===== config.mk =====
export PLATFORM = sky130hd
export DESIGN_NAME = sine_pattern_generator
export DESIGN_NICKNAME = d
export VERILOG_FILES = /design/src/sample_fifo.v /design/src/sine_pattern_generator.v
export VERILOG_INCLUDE_DIRS = /design/src /design/src/inc
export SDC_FILE = /design/constraint.sdc
export NUM_CORES = 1
export LEC_CHECK = 0
export BUFFER_PORTS_ARGS = -buffer_cell sky130_fd_sc_hd__buf_2
export CORE_MARGIN = 2
export CORE_UTILIZATION = 60
export DETAILED_ROUTE_END_ITERATION = 6
export PLACE_DENSITY = 0.83
export SYNTH_ARGS = -nofsm -noshare
export SYNTH_HDL_FRONTEND = slang
export SYNTH_SLANG_ARGS = --single-unit

===== constraint.sdc =====
create_clock -name aclk -period 4.1 [get_ports aclk]
set_input_delay 0.41 -clock aclk [delete_from_list [all_inputs] [get_ports aclk]]
set_output_delay 0.41 -clock aclk [all_outputs]
set_load 0.01 [all_outputs]

===== src/inc/sine_gen_consts.vh =====
// Register map, field positions, reset values and sizes of the sine pattern generator.
`ifndef SINE_GEN_CONSTS_VH
`define SINE_GEN_CONSTS_VH
`define ADDR_W            12
`define OFS_CONTROL       12'h000
`define OFS_STEP_DIV      12'h004
`define OFS_HALF_LEN      12'h008
`define OFS_STATUS        12'h00C
`define OFS_PATTERN_BASE  12'h100
`define OFS_PATTERN_LAST  12'h1FC
`define BIT_SINE_ENABLE   7
`define BIT_RSVD_HI       6
`define BIT_RSVD_LO       5
`define BIT_BIAS_ENABLE   4
`define BIT_STAT_RUN      8
`define RST_CONTROL       8'h00
`define RST_STEP_DIV      6'h00
`define RST_HALF_LEN      5'h00
`define PATTERN_DEPTH     32
`define SAMPLE_W          9
`define DAC_W             10
`define FIFO_DEPTH        8
`define FIFO_AW           3
`define REG_CONTROL       3'h0
`define REG_STEP_DIV      3'h1
`define REG_HALF_LEN      3'h2
`define REG_STATUS        3'h3
`define REG_PATTERN       3'h4
`define REG_NONE          3'h7
`define RESP_OKAY         2'h0
`define RESP_SLVERR       2'h2
`define RESP_DECERR       2'h3
`endif


===== src/sample_fifo.v =====
// Small flip-flop FIFO carrying DAC words from the sequencer to the converter.
`timescale 1ns/100ps
module sample_fifo #(
   parameter WIDTH = 10,
   parameter DEPTH = 8,
   parameter AW    = 3
) (
   input  wire             aclk,
   input  wire             aresetn,
   input  wire             ce,
   input  wire [WIDTH-1:0] in_data,
   input  wire             in_valid,
   output wire             in_ready,
   output wire [WIDTH-1:0] out_data,
   output wire             out_valid,
   input  wire             out_ready
);
   reg [WIDTH-1:0] mem [0:DEPTH-1];
   reg [AW-1:0]    wptr;
   reg [AW-1:0]    rptr;
   reg [AW:0]      count;
   wire            push;
   wire            pop;

   assign in_ready  = (count != DEPTH[AW:0]);
   assign out_valid = (count != {(AW+1){1'b0}});
   assign out_data  = mem[rptr];
   assign push      = in_valid & in_ready;
   assign pop       = out_valid & out_ready;

   // Pointers wrap naturally because the depth is a power of two.
   always @(posedge aclk) begin
      if (!aresetn) begin
         wptr  <= {AW{1'b0}};
         rptr  <= {AW{1'b0}};
         count <= {(AW+1){1'b0}};
      end else if (ce) begin
         if (push) begin
            mem[wptr] <= in_data;
            wptr      <= wptr + {{(AW-1){1'b0}}, 1'b1};
         end
         if (pop) begin
            rptr <= rptr + {{(AW-1){1'b0}}, 1'b1};
         end
         if (push & ~pop) begin
            count <= count + {{AW{1'b0}}, 1'b1};
         end else if (pop & ~push) begin
            count <= count - {{AW{1'b0}}, 1'b1};
         end
      end
   end
endmodule


===== src/sine_pattern_generator.v =====
// Sine pattern sequencer with pattern store and AXI4-Lite register slave.
//
// Decided for this implementation: register access over AXI4-Lite and the placing of the registers.
`timescale 1ns/100ps
`include "sine_gen_consts.vh"
module sine_pattern_generator (
   input  wire                aclk,
   input  wire                aresetn,
   input  wire                ce,
   input  wire [`ADDR_W-1:0]  s_axi_awaddr,
   input  wire [2:0]          s_axi_awprot,
   input  wire                s_axi_awvalid,
   output wire                s_axi_awready,
   input  wire [31:0]         s_axi_wdata,
   input  wire [3:0]          s_axi_wstrb,
   input  wire                s_axi_wvalid,
   output wire                s_axi_wready,
   output reg  [1:0]          s_axi_bresp,
   output reg                 s_axi_bvalid,
   input  wire                s_axi_bready,
   input  wire [`ADDR_W-1:0]  s_axi_araddr,
   input  wire [2:0]          s_axi_arprot,
   input  wire                s_axi_arvalid,
   output wire                s_axi_arready,
   output reg  [31:0]         s_axi_rdata,
   output reg  [1:0]          s_axi_rresp,
   output reg                 s_axi_rvalid,
   input  wire                s_axi_rready,
   output wire [`DAC_W-1:0]   dac_data,
   output wire                dac_valid,
   input  wire                dac_ready,
   output reg                 dac_power_down,
   output reg                 amp_power_down,
   output reg                 bias_power_down
);
   reg  [7:0]              sine_gen_control;
   reg  [5:0]              sine_step_divisor;
   reg  [4:0]              half_pattern_length;
   reg  [`SAMPLE_W-1:0]    pattern [0:`PATTERN_DEPTH-1];
   reg                     aw_held;
   reg  [`ADDR_W-1:0]      aw_addr;
   reg                     w_held;
   reg  [31:0]             w_data;
   reg  [3:0]              w_strb;
   reg  [5:0]              div_count;
   reg  [5:0]              step_counter;
   reg  [4:0]              pattern_index;
   reg                     running;
   reg  [31:0]             next_rdata;
   reg  [1:0]              next_rresp;
   reg  [1:0]              next_bresp;
   wire                    sine_enable;
   wire                    bias_resistor_enable;
   wire [5:0]              half_pattern_steps;
   wire [6:0]              pattern_steps_per_cycle;
   wire                    step_due;
   wire                    last_step;
   wire                    upper_half;
   wire                    fifo_in_ready;
   wire                    push;
   wire [`DAC_W-1:0]       dac_word;
   wire                    dac_msb;
   wire [2:0]              wr_region;
   wire [2:0]              rd_region;
   wire [4:0]              wr_slot;
   wire [4:0]              rd_slot;

   // Decodes a byte address into a register region.
   function [2:0] region;
      input [`ADDR_W-1:0] addr;
      begin
         if (addr[1:0] != 2'h0) begin
            region = `REG_NONE;
         end else if (addr == `OFS_CONTROL) begin
            region = `REG_CONTROL;
         end else if (addr == `OFS_STEP_DIV) begin
            region = `REG_STEP_DIV;
         end else if (addr == `OFS_HALF_LEN) begin
            region = `REG_HALF_LEN;
         end else if (addr == `OFS_STATUS) begin
            region = `REG_STATUS;
         end else if (addr >= `OFS_PATTERN_BASE &&
                      addr <= `OFS_PATTERN_LAST) begin
            region = `REG_PATTERN;
         end else begin
            region = `REG_NONE;
         end
      end
   endfunction

   // Pattern byte n sits in word n of the window; byte n/2 is the sample.
   function [4:0] sample_slot;
      input [`ADDR_W-1:0] addr;
      begin
         sample_slot = addr[7:3];
      end
   endfunction

   // Odd pattern bytes carry sample bit 8 alone.
   function odd_byte;
      input [`ADDR_W-1:0] addr;
      begin
         odd_byte = addr[2];
      end
   endfunction

   assign sine_enable          = sine_gen_control[`BIT_SINE_ENABLE];
   assign bias_resistor_enable = sine_gen_control[`BIT_BIAS_ENABLE];
   assign wr_region            = region(aw_addr);
   assign rd_region            = region(s_axi_araddr);
   assign wr_slot              = sample_slot(aw_addr);
   assign rd_slot              = sample_slot(s_axi_araddr);

   // Field values are stored minus one, so add one back here.
   assign half_pattern_steps      = {1'b0, half_pattern_length} + 6'h01;
   assign pattern_steps_per_cycle = {half_pattern_steps, 1'b0};
   assign step_due   = running & (div_count == sine_step_divisor);
   assign push       = step_due & fifo_in_ready;
   assign last_step  = ({1'b0, step_counter} ==
                        (pattern_steps_per_cycle - 7'h01));
   assign upper_half = (step_counter >= half_pattern_steps);
   // The phase flag is high in the second half and is inverted on its way
   // to the converter, so the converter sees bit 9 high in the first half.
   assign dac_msb    = ~upper_half;
   assign dac_word   = {dac_msb, pattern[pattern_index]};

   // Address and data wait in their own holding flops, so either may lead.
   assign s_axi_awready = ~aw_held & ~s_axi_bvalid;
   assign s_axi_wready  = ~w_held & ~s_axi_bvalid;
   assign s_axi_arready = ~s_axi_rvalid;

   // Read data and response for the address on the read channel.
   always @* begin
      next_rdata = 32'h00000000;
      next_rresp = `RESP_OKAY;
      case (rd_region)
         `REG_CONTROL: begin
            next_rdata[7:0] = sine_gen_control;
         end
         `REG_STEP_DIV: begin
            next_rdata[5:0] = sine_step_divisor;
         end
         `REG_HALF_LEN: begin
            next_rdata[4:0] = half_pattern_length;
         end
         `REG_STATUS: begin
            next_rdata[5:0]          = step_counter;
            next_rdata[`BIT_STAT_RUN] = running;
         end
         `REG_PATTERN: begin
            // A blocked access reads as zero with an error response.
            if (sine_enable) begin
               next_rresp = `RESP_SLVERR;
            end else if (odd_byte(s_axi_araddr)) begin
               next_rdata[0] = pattern[rd_slot][8];
            end else begin
               next_rdata[7:0] = pattern[rd_slot][7:0];
            end
         end
         default: begin
            next_rresp = `RESP_DECERR;
         end
      endcase
   end

   // Response for the held write.
   always @* begin
      next_bresp = `RESP_OKAY;
      case (wr_region)
         `REG_CONTROL, `REG_STEP_DIV, `REG_HALF_LEN, `REG_STATUS: begin
            next_bresp = `RESP_OKAY;
         end
         `REG_PATTERN: begin
            if (sine_enable) begin
               next_bresp = `RESP_SLVERR;
            end
         end
         default: begin
            next_bresp = `RESP_DECERR;
         end
      endcase
   end

   // Write channel: address and data are taken in either order, then applied.
   always @(posedge aclk) begin
      if (!aresetn) begin
         aw_held             <= 1'b0;
         aw_addr             <= {`ADDR_W{1'b0}};
         w_held              <= 1'b0;
         w_data              <= 32'h00000000;
         w_strb              <= 4'h0;
         s_axi_bvalid        <= 1'b0;
         s_axi_bresp         <= `RESP_OKAY;
         sine_gen_control    <= `RST_CONTROL;
         sine_step_divisor   <= `RST_STEP_DIV;
         half_pattern_length <= `RST_HALF_LEN;
      end else if (ce) begin
         if (s_axi_awvalid & s_axi_awready) begin
            aw_held <= 1'b1;
            aw_addr <= s_axi_awaddr;
         end
         if (s_axi_wvalid & s_axi_wready) begin
            w_held <= 1'b1;
            w_data <= s_axi_wdata;
            w_strb <= s_axi_wstrb;
         end
         if (s_axi_bvalid & s_axi_bready) begin
            s_axi_bvalid <= 1'b0;
         end
         if (aw_held & w_held & ~s_axi_bvalid) begin
            aw_held      <= 1'b0;
            w_held       <= 1'b0;
            s_axi_bvalid <= 1'b1;
            s_axi_bresp  <= next_bresp;
            // Only lane 0 carries data; a write without it changes nothing.
            if (w_strb[0]) begin
               case (wr_region)
                  `REG_CONTROL: begin
                     // Reserved bits are kept as written; software keeps them
                     // at zero.
                     sine_gen_control <= {w_data[7:4], 4'h0};
                  end
                  `REG_STEP_DIV: begin
                     sine_step_divisor <= w_data[5:0];
                  end
                  `REG_HALF_LEN: begin
                     half_pattern_length <= w_data[4:0];
                  end
                  `REG_PATTERN: begin
                     if (!sine_enable) begin
                        if (odd_byte(aw_addr)) begin
                           pattern[wr_slot][8] <= w_data[0];
                        end else begin
                           pattern[wr_slot][7:0] <= w_data[7:0];
                        end
                     end
                  end
                  default: begin
                     sine_gen_control <= sine_gen_control;
                  end
               endcase
            end
         end
      end
   end

   // Read channel: one outstanding read, answered the cycle after it is taken.
   always @(posedge aclk) begin
      if (!aresetn) begin
         s_axi_rvalid <= 1'b0;
         s_axi_rdata  <= 32'h00000000;
         s_axi_rresp  <= `RESP_OKAY;
      end else if (ce) begin
         if (s_axi_arvalid & s_axi_arready) begin
            s_axi_rvalid <= 1'b1;
            s_axi_rdata  <= next_rdata;
            s_axi_rresp  <= next_rresp;
         end else if (s_axi_rvalid & s_axi_rready) begin
            s_axi_rvalid <= 1'b0;
         end
      end
   end

   // Sequencer. A full FIFO stalls the divider, so a consumer that keeps up
   // sees exact timing while a slow one never loses a sample.
   always @(posedge aclk) begin
      if (!aresetn) begin
         running       <= 1'b0;
         div_count     <= 6'h00;
         step_counter  <= 6'h00;
         pattern_index <= 5'h00;
      end else if (ce) begin
         // Counters restart from zero whenever the generator is enabled.
         running <= sine_enable;
         if (!sine_enable) begin
            div_count     <= 6'h00;
            step_counter  <= 6'h00;
            pattern_index <= 5'h00;
         end else if (running) begin
            if (push) begin
               div_count <= 6'h00;
               if (last_step) begin
                  step_counter <= 6'h00;
               end else begin
                  step_counter <= step_counter + 6'h01;
               end
               if (pattern_index == half_pattern_length) begin
                  pattern_index <= 5'h00;
               end else begin
                  pattern_index <= pattern_index + 5'h01;
               end
            end else if (!step_due) begin
               div_count <= div_count + 6'h01;
            end
         end
      end
   end

   // Analog power controls follow the control register.
   // They are registered, so no decode glitch reaches the analog side.
   always @(posedge aclk) begin
      if (!aresetn) begin
         dac_power_down  <= 1'b1;
         amp_power_down  <= 1'b1;
         bias_power_down <= 1'b1;
      end else if (ce) begin
         dac_power_down  <= ~sine_enable;
         amp_power_down  <= ~sine_enable;
         bias_power_down <= ~bias_resistor_enable;
      end
   end

   sample_fifo #(
      .WIDTH (`DAC_W),
      .DEPTH (`FIFO_DEPTH),
      .AW    (`FIFO_AW)
   ) u_fifo (
      .aclk      (aclk),
      .aresetn   (aresetn),
      .ce        (ce),
      .in_data   (dac_word),
      .in_valid  (step_due),
      .in_ready  (fifo_in_ready),
      .out_data  (dac_data),
      .out_valid (dac_valid),
      .out_ready (dac_ready)
   );
endmodule


Word-level counts from Yosys, hierarchy flattened
Memory sizes are Yosys's and may differ from the RTL's. A register that Yosys moved wholly into a read port is not among the register bits.
Cells that the tools add are included.
- bits in registers: 83
- memory bits (writable): 368
- input bits: 75
- output and inout bits: 55
- word-level logic and storage cells: 182
- memories kept: 2
- memories (memory ; words ; width ; rd ports ; clocked after memory_dff ; write ports ; line ; RTL):
    pattern ; 32 ; 9 ; 2 ; 1 ; 1 ; sine_pattern_generator.v:39 ; reg [`SAMPLE_W-1:0] pattern [0:`PATTERN_DEPTH-1];
    u_fifo.mem ; 8 ; 10 ; 1 ; 1 ; 1 ; sample_fifo.v:18 ; reg [WIDTH-1:0] mem [0:DEPTH-1];
- add/subtract/negate cells: 9
- $lt $le $gt $ge: 5
- equality and inequality tests: 21
- mux-type cells: 68
- bitwise operators: 23
- reduce and logical (&&, ||, !) cells: 32
- operator list (kind ; count):
    equality test 12 x 4 -> 1 bit (second input constant) ; 4
    2-to-1 mux 6 bit ; 8
    2-to-1 mux 3 bit ; 12
    2-to-1 mux 1 bit ; 30
    2-to-1 mux 5 bit ; 6
    one-hot mux 5 bit (5 select lines) ; 1
    equality test 12 x 3 -> 1 bit (second input constant) ; 2
    greater-or-equal comparator 12 x 9 -> 1 bit (second input constant) ; 2
    less-or-equal comparator 12 x 9 -> 1 bit (second input constant) ; 2
    zero test 12 bit ; 2
    AND reduction 2 bit ; 11
    bitwise AND 1 bit ; 14
    nonzero test 2 bit ; 7
    adder 6 x 1 -> 6 bit (second input constant) ; 2
    equality test 3 x 2 -> 1 bit (second input constant) ; 4
    one-hot mux 2 bit (2 select lines) ; 3
    AND reduction 4 bit ; 3
    inverter 1 bit ; 9
    2-to-1 mux 4 bit ; 2
    2-to-1 mux 8 bit ; 1
    OR reduction 4 bit ; 2
    equality test 6 x 7 -> 1 bit ; 1
    2-to-1 mux 7 bit ; 1
    subtractor 7 x 1 -> 7 bit (second input constant) ; 1
    other kinds (19) ; 28

Longest topological paths before layout
Gate-level depths: netlist of run 1.
- depth in word-level cells: 15
- gate-level depth with buffers: 13
- depth with buffers taken out: 13

By module
A second synthesis of run 1 with hierarchy kept.
- cell total of the unflattened synthesis: 1345
- area, all modules: 21306.7 µm²
- by module, submodules not included (module ; instances ; cells each ; area each (µm²) ; seq. area each (µm²)):
    sine_pattern_generator ; 1 ; 1159 ; 17648.2 ; 10209.8
    sample_fifo ; 1 ; 186 ; 3658.5 ; 2662.6

Least setup slack after synthesis of run 1
OpenSTA, ideal clock, no wires.
- path kind: reg2reg
- from: register u_fifo.count[0]
- to: register u_fifo.count[3]
- library setup time: 115 ps
- arrival: 2855 ps
- data required time: 3985 ps
- path slack: 1130 ps
- cell stages (with the launch flop): 14
- buffers on the path: 0
- period minus slack after synthesis: 2970 ps
- cell sequence: dfxtp_1 > or4b_2 > and3_1 > nand3_1 > inv_1 > ha_1 > inv_1 > ha_1 > a21o_1 > a21oi_1 > xnor2_1 > nand2_1 > xnor2_1 > and2_1
- longest elaborated chain between the ends: 6
- elaborated cells between the ends (all ways): 14
- classes of those cells: add/sub: 2; eq/ne: 1; mux: 2; bitwise: 6; reduce/logical: 3
- RTL lines (element ; line ; RTL):
    start: declaration ; sample_fifo.v:21 ; reg [AW:0] count;
    start signal: assignment ; sample_fifo.v:36 ; count <= {(AW+1){1'b0}};
    start signal: assignment ; sample_fifo.v:46 ; count <= count + {{AW{1'b0}}, 1'b1};
    start signal: assignment ; sample_fifo.v:48 ; count <= count - {{AW{1'b0}}, 1'b1};
    != test 4 bit or nonzero test 4 bit (tied branches) ; sample_fifo.v:25, sample_fifo.v:26 ;
    bitwise AND 1 bit (on tied branches) ; sample_fifo.v:28, sample_fifo.v:29 ;
    inverter 1 bit (on tied branches) ; sample_fifo.v:47, sample_fifo.v:45 ;
    bitwise AND 1 bit (on tied branches) ; sample_fifo.v:47, sample_fifo.v:45 ;
    nonzero test 2 bit (no line) ; - ;
    AND reduction 2 bit (no line) ; - ;
Parallel ways exist; a longest one is shown, timed or not. The select of a mux whose other input is x is not followed.
A chain may end at the register's enable or synchronous reset.

Worst setup path after layout of run 1
- from: register aw_addr[4]
- to: memory pattern[2][3] (netlist name) (enable)
- longest elaborated chain between the ends: 15
- elaborated cells between the ends (all ways): 20
- classes of those cells: order compare: 2; eq/ne: 4; mux: 12; reduce/logical: 2
- RTL lines (element ; line ; RTL):
    start: declaration ; sine_pattern_generator.v:41 ; reg [`ADDR_W-1:0] aw_addr;
    start signal: assignment ; sine_pattern_generator.v:188 ; aw_addr <= {`ADDR_W{1'b0}};
    start signal: assignment ; sine_pattern_generator.v:200 ; aw_addr <= s_axi_awaddr;
    greater-or-equal comparator 12 x 9 -> 1 bit (no line) or less-or-equal comparator 12 x 9 -> 1 bit (tied branches) ; - ;
    logical AND 1 bit (no line) ; - ;
    2-to-1 mux 2 bit ; sine_pattern_generator.v:82 ; end else if (addr >= `OFS_PATTERN_BASE &&
    2-to-1 mux 3 bit ; sine_pattern_generator.v:80 ; end else if (addr == `OFS_STATUS) begin
    2-to-1 mux 3 bit ; sine_pattern_generator.v:78 ; end else if (addr == `OFS_HALF_LEN) begin
    2-to-1 mux 3 bit ; sine_pattern_generator.v:76 ; end else if (addr == `OFS_STEP_DIV) begin
    2-to-1 mux 3 bit ; sine_pattern_generator.v:74 ; end else if (addr == `OFS_CONTROL) begin
    2-to-1 mux 3 bit ; sine_pattern_generator.v:72 ; if (addr[1:0] != 2'h0) begin
    equality test 3 bit ; sine_pattern_generator.v:217 ; case (wr_region)
    2-to-1 mux 1 bit ; sine_pattern_generator.v:217 ;
    2-to-1 mux 1 bit ; sine_pattern_generator.v:216 ; if (w_strb[0]) begin
    2-to-1 mux 1 bit ; sine_pattern_generator.v:210 ; if (aw_held & w_held & ~s_axi_bvalid) begin
    2-to-1 mux 1 bit ; sine_pattern_generator.v:197 ; end else if (ce) begin
    2-to-1 mux 1 bit ; sine_pattern_generator.v:186 ; if (!aresetn) begin
    2-to-1 mux 1 bit (not written as such) ; sine_pattern_generator.v:234 ; pattern[wr_slot][7:0] <= w_data[7:0];
    end: declaration ; sine_pattern_generator.v:39 ;
Parallel ways exist; a longest one is shown, timed or not.

==> qor.txt, run 1 <==
fin crit share = 84.9%
Area contributors post-synth = edfxtp_1, mux4_2, dfxtp_1
first-pass iteration count of the detailed router = 7
Ys Warns = 0
top-area cell type share of the netlist area = 51.7%
CTS tree = yes
Layout area overhead = 11.3%
die area = 37200 sq um
Top Layer Used = met4
io pins = 130
multi-input logic area = 7990 sq um
status = complete, but fails checks
wire length on met1 = 18700 um
Commonest cells post-synth = edfxtp_1, mux4_2, nand2_1, dfxtp_1, nor2_1
CTS Sinks = 459
Total GRT Usage = 29.2%
Post-synth EDFFs = 368
CTS-repair resized insts = 0
Hold WC Path Type = primary input to flip-flop
CTS Buf Count = 45
Slew @ Worst Pin = 1310 ps
clock latency at the later pin of the worst-skew pair = 560 ps
Vias/cell = 6.73
worst path arrival time = 3670 ps
H-tree levels = 2
initial DRC count = 1714
Total Wirelength = 52600 um
final design area excluding fillers = 23800 sq um
adder-cell share of the synthesized area = 1.03%
type of the worst setup path = flip-flop to flip-flop
Initial Util = 60.6%
Final Max Tran Viols = 0
P_leak = 7.50 nW
top cell type by total area after synthesis = edfxtp_1
Gate power share = 5.0%
die height = 193 um
most frequent cell after synthesis = edfxtp_1
failing checks = DRC
gr ovfl total = 0
sequential standard cell area = 12900 sq um
Int Power = 7.60 mW
GPL Wtd Cong = 0.903
antenna violations before repair = 2
post-route ant nets = 0
Reg clk slew, reported paths = 60 ps
Avg WL per Cell = 26.9 um
setup bufs post-CTS = 0
placed cell areas = 22300 sq um
ys async rst share = 0%
TNS Setup = 0 ps
max-cap violations = 0
Compound-Gate Fraction of Synth Area = 5.01%
FILL cells = 2286
placed insts = 1869
Sw Pwr = 2.04 mW
clk_skew = 20.6 ps
first-pass GRT wire length = 79100 um
Design Power = 9.64 mW
crit path capture type = flip-flop
sequential share of power = 52.6%
hpwl dp = 34200 um
final setup violation count = 0
syn avg cell area = 15.6 sq um
Final Critical Period = 3480 ps
clock group share of total power = 42.4%
Netlist cell types = 67
Rel. slew slack = 12.9%
mux cell area share after synthesis = 21.6%
R2R setup slack = 620 ps
row count = 69
via count = 13200
Die X-Extent = 193 um
top_reg_cell synth = edfxtp_1
Syn Std Cell Area = 21400 sq um
met3 WL = 5030 um
post-layout util = 67.4%
CP startpoint kind = flip-flop
Max VDD drop = 382 uV
Final nets = 1547
main combinational cell family by area after synthesis = multiplexers
vias in the first global route = 13200
CP Max Fanout = 11
simple-gate share of the synthesized area = 7.81%
Layout Cells excl Fill = 1954
WP data required = 4290 ps
Post-Synth XOR/XNOR Area = 1.54%
largest net degree at the start of global routing = 77
RSZ-0062 raised after global routing = false
CTS Root Buffer Type = clkbuf_16
synthesized flop and latch total = 459
pwr dens = 405 nW/um^2
switching share of power = 21.2%
cell count after synthesis = 1372
final count of hold timing violations = 0
detailed-route DRC error count = 4
Max clock buf depth = 3
routed length on met2 = 26300 um
# hold bufs at CTS = 0
share of post-route cells with drive strength above 1 = 27.5%
sequential element share of the synthesized area = 60.2%
PortBufs = 73
Core ar. = 35300 sq um
Max Fclk = 0.287 GHz
[final timing paths]
check	cells past startpoint	start	to
min	3	s_axi_awaddr[3]	aw_addr[3]
max reg2reg	6	aw_addr[4]	pattern[2][3]
min reg2reg	2	w_data[4]	w_data[4]
max	6	aw_addr[4]	pattern[2][3]
[cells in the final DEF (no fill, tap or decap), types with 34 or more instances in the layout]
master | netlist | final
a21boi_0 | 35 | 35
buf_2 | 14 | 72
buf_4 | 25 | 51
clkbuf_16 | 0 | 47
dfxtp_1 | 91 | 88
edfxtp_1 | 368 | 368
mux2i_1 | 49 | 49
mux4_2 | 170 | 170
nand2_1 | 92 | 92
nand3_1 | 34 | 34
nor2_1 | 90 | 90
[routing by layer]
layer / GRT usage (%) / vias to the layer above
li1: - / 5575
met1: 37.2 / 6613
met2: 49.4 / 803
met3: 5.18 / 165
met4: 12.5 / 0
met5: 0 / -
[metrics by stage]
step                hold WS, ps  worst slack (ps)
finish                     93.7               618
global route                119               517
CTS                        92.4               634
detailed placement          454               661
global placement            446               728
floorplan                   426              1130
[state kept, by name (all words and copies together) (netlist names), 3 cells and up, named ones only]
register / count
div_count: 6
step_counter: 6
pattern: 288
u_fifo.rptr: 3
s_axi_rdata: 9
w_data: 8
pattern_index: 5
u_fifo.mem: 80
aw_addr: 12
u_fifo.count: 4
half_pattern_length: 5
sine_gen_control: 4
u_fifo.wptr: 3
sine_step_divisor: 6
[area by class of cell]
| cell class | instances | area share, % |
|---|---|---|
| Timing Repair Buffer | 128 | 3.51 |
| Tap cell | 461 | 2.42 |
| Multi-Input combinational cell | 805 | 33.6 |
| Clock buffer | 56 | 5.17 |
| Sequential cell | 459 | 54.1 |
| Clock inverter | 28 | 0.957 |
| Antenna cell | 1 | 0.0105 |
| Inverter | 16 | 0.252 |
[kinds of logic (layout without fill, tap and decap cells)]
family | after synthesis | after routing
compound gates | 146 | 146
xor+xnor | 36 | 36
fa+ha+maj | 17 | 17
buf+inv | 130 | 228
flops | 459 | 459
mux | 245 | 245
other cells | 1 | 24
simple gates | 338 | 338
[power by group through the flow]
stage / clock network (mW) / logic [mW] / registers (mW)
floorplan: 0 / 0.332 / 5.16
global placement: 0 / 0.462 / 5.16
detailed placement: 0 / 0.475 / 5.17
CTS: 4.11 / 0.479 / 5.07
global route: 4.29 / 0.514 / 5.07
finish: 4.08 / 0.486 / 5.07
[critical path: stages, from the launching register on]
cell     delay (ps)
dfxtp_1         400
or4_4           620
nor3_2          160
o21ai_2         130
or4_4           520
or3b_1          720
nor2_2          550
Power figures use the tool's default switching activity.
==> inputs of run 2 (changes only) <==
Settings changed: CORE_UTILIZATION 60 to 55, PLACE_DENSITY 0.83 to 0.8.
Clock period 4.1 ns to 3.2 ns, I/O delays scaled along.
==> qor.txt, run 2 (same netlist as run 1, synthesis figures left out) <==
worst path arrival time = 3270 ps
crit path capture type = flip-flop
Max VDD drop = 454 uV
largest registers = pattern x288, u_fifo.mem x80, aw_addr x12
Sw Pwr = 2.65 mW
Vias/cell = 6.50
placed insts = 1949
sequential share of power = 51.8%
Layout Cells excl Fill = 2036
Initial Util = 55.5%
type of the worst setup path = flip-flop to flip-flop
row count = 72
post-route ant nets = 0
Rel. slew slack = 12.6%
clk_skew = 16.2 ps
Avg WL per Cell = 26.1 um
detailed-route DRC error count = 0
first-pass iteration count of the detailed router = 5
fin crit share = 96.2%
max-cap violations = 0
Layout area overhead = 13.0%
Gate power share = 5.2%
PortBufs = 73
CTS Buf Count = 46
CP Max Fanout = 8
clock group share of total power = 42.9%
routed length on met2 = 26300 um
vias in the first global route = 13200
CP startpoint kind = flip-flop
hpwl dp = 34900 um
Top Layer Used = met5
PnR worst setup slack = 123 ps
WP data required = 3390 ps
Core ar. = 38600 sq um
met3 WL = 5120 um
Max Fclk = 0.325 GHz
CTS tree = yes
initial DRC count = 1414
via count = 13200
die height = 201 um
GPL Wtd Cong = 0.891
final setup violation count = 0
RSZ-0062 raised after global routing = false
final count of hold timing violations = 0
final design area excluding fillers = 24200 sq um
first-pass GRT wire length = 80400 um
H-tree levels = 2
post-layout util = 62.7%
max reg flops = 288
CTS Root Buffer Type = clkbuf_16
Int Power = 9.85 mW
pre-CTS setup slack = 156 ps
Final Max Tran Viols = 0
largest net degree at the start of global routing = 75
commonest non-fill, non-tap cell in the layout = edfxtp_1
Slew @ Worst Pin = 1310 ps
Hold WS = 9.84 ps
clock latency at the later pin of the worst-skew pair = 570 ps
CTS-repair resized insts = 0
antenna cells = 0
die area = 40500 sq um
share of post-route cells with drive strength above 1 = 28.7%
Design Power = 12.5 mW
io pins = 130
Hold WC Path Type = primary input to flip-flop
gr ovfl total = 0
CTS Sinks = 459
pwr dens = 517 nW/um^2
commonest non-fill, non-tap cells in the layout = edfxtp_1, mux4_2, nand2_1
Final nets = 1576
switching share of power = 21.2%
Die X-Extent = 201 um
wire length on met1 = 19900 um
status = finished clean
Reg clk slew, reported paths = 60 ps
Final Critical Period = 3080 ps
Max clock buf depth = 3
antenna violations before repair = 3
placed cell areas = 22600 sq um
P_leak = 7.66 nW
largest reg by FF count = pattern
Total GRT Usage = 26.4%
TNS Setup = 0 ps
Total Wirelength = 53100 um
## run 2: per-layer routing
| metal | global-route usage [%] | vias up |
|---|---|---|
| met4 | 8.93 | 2 |
| li1 | - | 5625 |
| met1 | 34.5 | 6708 |
| met2 | 44.6 | 773 |
| met3 | 5.65 | 132 |
| met5 | 0 | - |
## run 2: power groups by stage
| stage | Combinational (mW) | Clock, mW | Sequential [mW] |
|---|---|---|---|
| 6_report | 0.655 | 5.37 | 6.48 |
| 5_1_grt | 0.693 | 5.66 | 6.48 |
| 4_1_cts | 0.649 | 5.43 | 6.48 |
| 3_5_place_dp | 0.638 | 0 | 6.61 |
| 3_3_place_gp | 0.627 | 0 | 6.60 |
| 2_1_floorplan | 0.426 | 0 | 6.61 |
## run 2: worst max-delay path, stage by stage, from the launching register on
cell     delay, ps
dfxtp_1        310
or4_4          570
nor3_2         140
o21ai_2        110
or4_4          520
or3b_1         390
buf_4          240
nor2_2         420
## run 2: what timing repair did
item | in CTS | in global routing
hold buffers | 5 | 0
buffers inserted | 0 | 0
endpoints found under the hold margin | 5 | 0
## run 2: worst paths after layout
| check | from | endpoint | slack (ps) | depth (start not counted) |
|---|---|---|---|---|
| worst max-delay path | aw_addr[4] | pattern[30][4] | 120 | 7 |
| worst min-delay path | s_axi_awaddr[1] | aw_addr[1] | 10 | 3 |
| worst max register to register | aw_addr[4] | pattern[30][4] | 120 | 7 |
| worst min register to register | w_data[5] | w_data[5] | 470 | 2 |
## run 2: final cells by class
cell class | instances | area (sq um)
inverter | 16 | 60.1
timing repair buffer | 156 | 1090
fill | 2710 | 14400
multi-input combinational | 805 | 7990
clock buffer | 64 | 1330
tap | 518 | 648
clock inverter | 18 | 173
sequential | 459 | 12900
==> inputs of run 3 (changes only) <==
Settings changed: REMOVE_ABC_BUFFERS set to 1.
==> qor.txt, run 3 (same netlist as run 1, synthesis figures left out) <==
Core ar. = 38600 sq um
initial DRC count = 1451
clock latency at the later pin of the worst-skew pair = 560 ps
Die X-Extent = 201 um
Layout area overhead = 13.3%
Layout Cells excl Fill = 2042
WP data required = 3410 ps
CP startpoint kind = flip-flop
reg2reg start = aw_addr[0]
first-pass GRT wire length = 81700 um
Final Critical Period = 3060 ps
setup bufs post-CTS = 0
die area = 40500 sq um
Total Wirelength = 53800 um
Max VDD drop = 468 uV
final setup violation count = 0
PnR worst setup slack = 140 ps
vias in the first global route = 13400
commonest non-fill, non-tap cells in the layout = edfxtp_1, mux4_2, nand2_1
pre-CTS setup slack = 171 ps
Gate power share = 5.2%
Initial Util = 55.5%
CP Max Fanout = 8
Sw Pwr = 2.64 mW
clk_skew = 15.9 ps
Critical path destination = pattern[30][3]
sequential share of power = 51.2%
final design area excluding fillers = 24200 sq um
max-cap violations = 0
switching share of power = 20.9%
largest registers = pattern x288, u_fifo.mem x80, aw_addr x12
CTS Root Buffer Type = clkbuf_16
CTS tree = yes
worst reg2reg path endpoint = pattern[30][3]
antenna violations before repair = 4
detailed-route DRC error count = 0
max reg flops = 288
crit path capture type = flip-flop
R2R cell count = 7
via count = 13300
PortBufs = 73
pwr dens = 522 nW/um^2
Avg WL per Cell = 26.3 um
placed cell areas = 22700 sq um
hpwl dp = 35000 um
RSZ-0062 raised after global routing = false
io pins = 130
largest reg by FF count = pattern
largest net degree at the start of global routing = 68
commonest non-fill, non-tap cell in the layout = edfxtp_1
Hold WC Path Type = primary input to flip-flop
Slew @ Worst Pin = 1230 ps
Vias/cell = 6.49
placed insts = 1956
CP Launch Point = aw_addr[0]
post-route ant nets = 0
Hold WS = 17.6 ps
H-tree levels = 2
Rel. slew slack = 17.8%
Reg clk slew, reported paths = 60 ps
CTS Buf Count = 45
Final nets = 1579
row count = 72
R2R setup slack = 140 ps
status = finished clean
share of post-route cells with drive strength above 1 = 29.2%
Max Fclk = 0.327 GHz
post-layout util = 62.9%
Final Max Tran Viols = 0
clock group share of total power = 43.7%
first-pass iteration count of the detailed router = 5
Int Power = 10.0 mW
worst path arrival time = 3270 ps
CTS Sinks = 459
Max clock buf depth = 3
fin crit share = 95.6%
gr ovfl total = 0
final count of hold timing violations = 0
type of the worst setup path = flip-flop to flip-flop
die height = 201 um
GPL Wtd Cong = 0.883
Total GRT Usage = 26.9%
P_leak = 7.71 nW
run 3: cell types whose count changed in the layout (fill, tap and decap cells not counted), moves of 2 or more:
cell           before  now
bufinv_16           3    7
dlygate4sd3_1       5    2
clkinv_1            8   12
clkbuf_16          49   47
buf_4              71   79
clkbuf_8            5    3
clkbuf_1           10    7
run 3: per-layer routing:
| metal | vias up | part of all wire, % | global-route usage (%) |
|---|---|---|---|
| met5 | - | 0.024 | 0 |
| met4 | 2 | 3.8 | 9.56 |
| met3 | 149 | 9.2 | 4.79 |
| met2 | 728 | 50 | 45.1 |
| met1 | 6727 | 37 | 35.7 |
| li1 | 5654 | - | - |
run 3: power groups by stage:
stage	logic [mW]	clock network [mW]	registers (mW)
after global routing	0.694	5.82	6.48
after floorplan	0.313	0	6.64
after detailed placement	0.640	0	6.60
after CTS	0.647	5.59	6.48
after global placement	0.625	0	6.60
final	0.654	5.53	6.48
run 3: timing repair:
item | in CTS | in global routing
resized for setup | 0 | 1
endpoints found under the setup margin | 0 | 1
hold endpoints to repair | 2 | 0
hold buffers | 2 | 0
run 3: cell type report:
type	count	area, sq um
Fill cell	2725	14300
Clock buffer	57	1240
Inverter	16	60.1
Clock inverter	26	305
Antenna cell	1	2.50
Timing Repair Buffer	160	1100
Sequential cell	459	12900
Multi-Input combinational cell	805	7990
Tap cell	518	648
run 3: critical path, stage by stage (launching register included):
cell     delay [ps]
dfxtp_1         330
or4_1           580
nor2_1          160
o21ai_2         120
or4_4           530
or3b_1          380
buf_4           210
nor2_2          390
run 3: stage by stage:
step | setup TNS, ps | power, mW
2_1_floorplan | -110510 | 6.95
3_3_place_gp | 0 | 7.23
3_5_place_dp | 0 | 7.24
4_1_cts | 0 | 12.7
5_1_grt | 0 | 13.0
6_report | 0 | 12.7
run 3: worst min-delay path by stage:
stage	start	endpoint	slack, ps	cells past startpoint
2_1_floorplan	aresetn	bias_power_down	380	1
3_3_place_gp	sine_gen_control[6]	s_axi_rdata[6]	450	2
3_5_place_dp	sine_gen_control[6]	s_axi_rdata[6]	460	2
4_1_cts	s_axi_wdata[1]	w_data[1]	2	3
5_1_grt	s_axi_awaddr[3]	aw_addr[3]	20	3
6_report	s_axi_awaddr[3]	aw_addr[3]	20	3
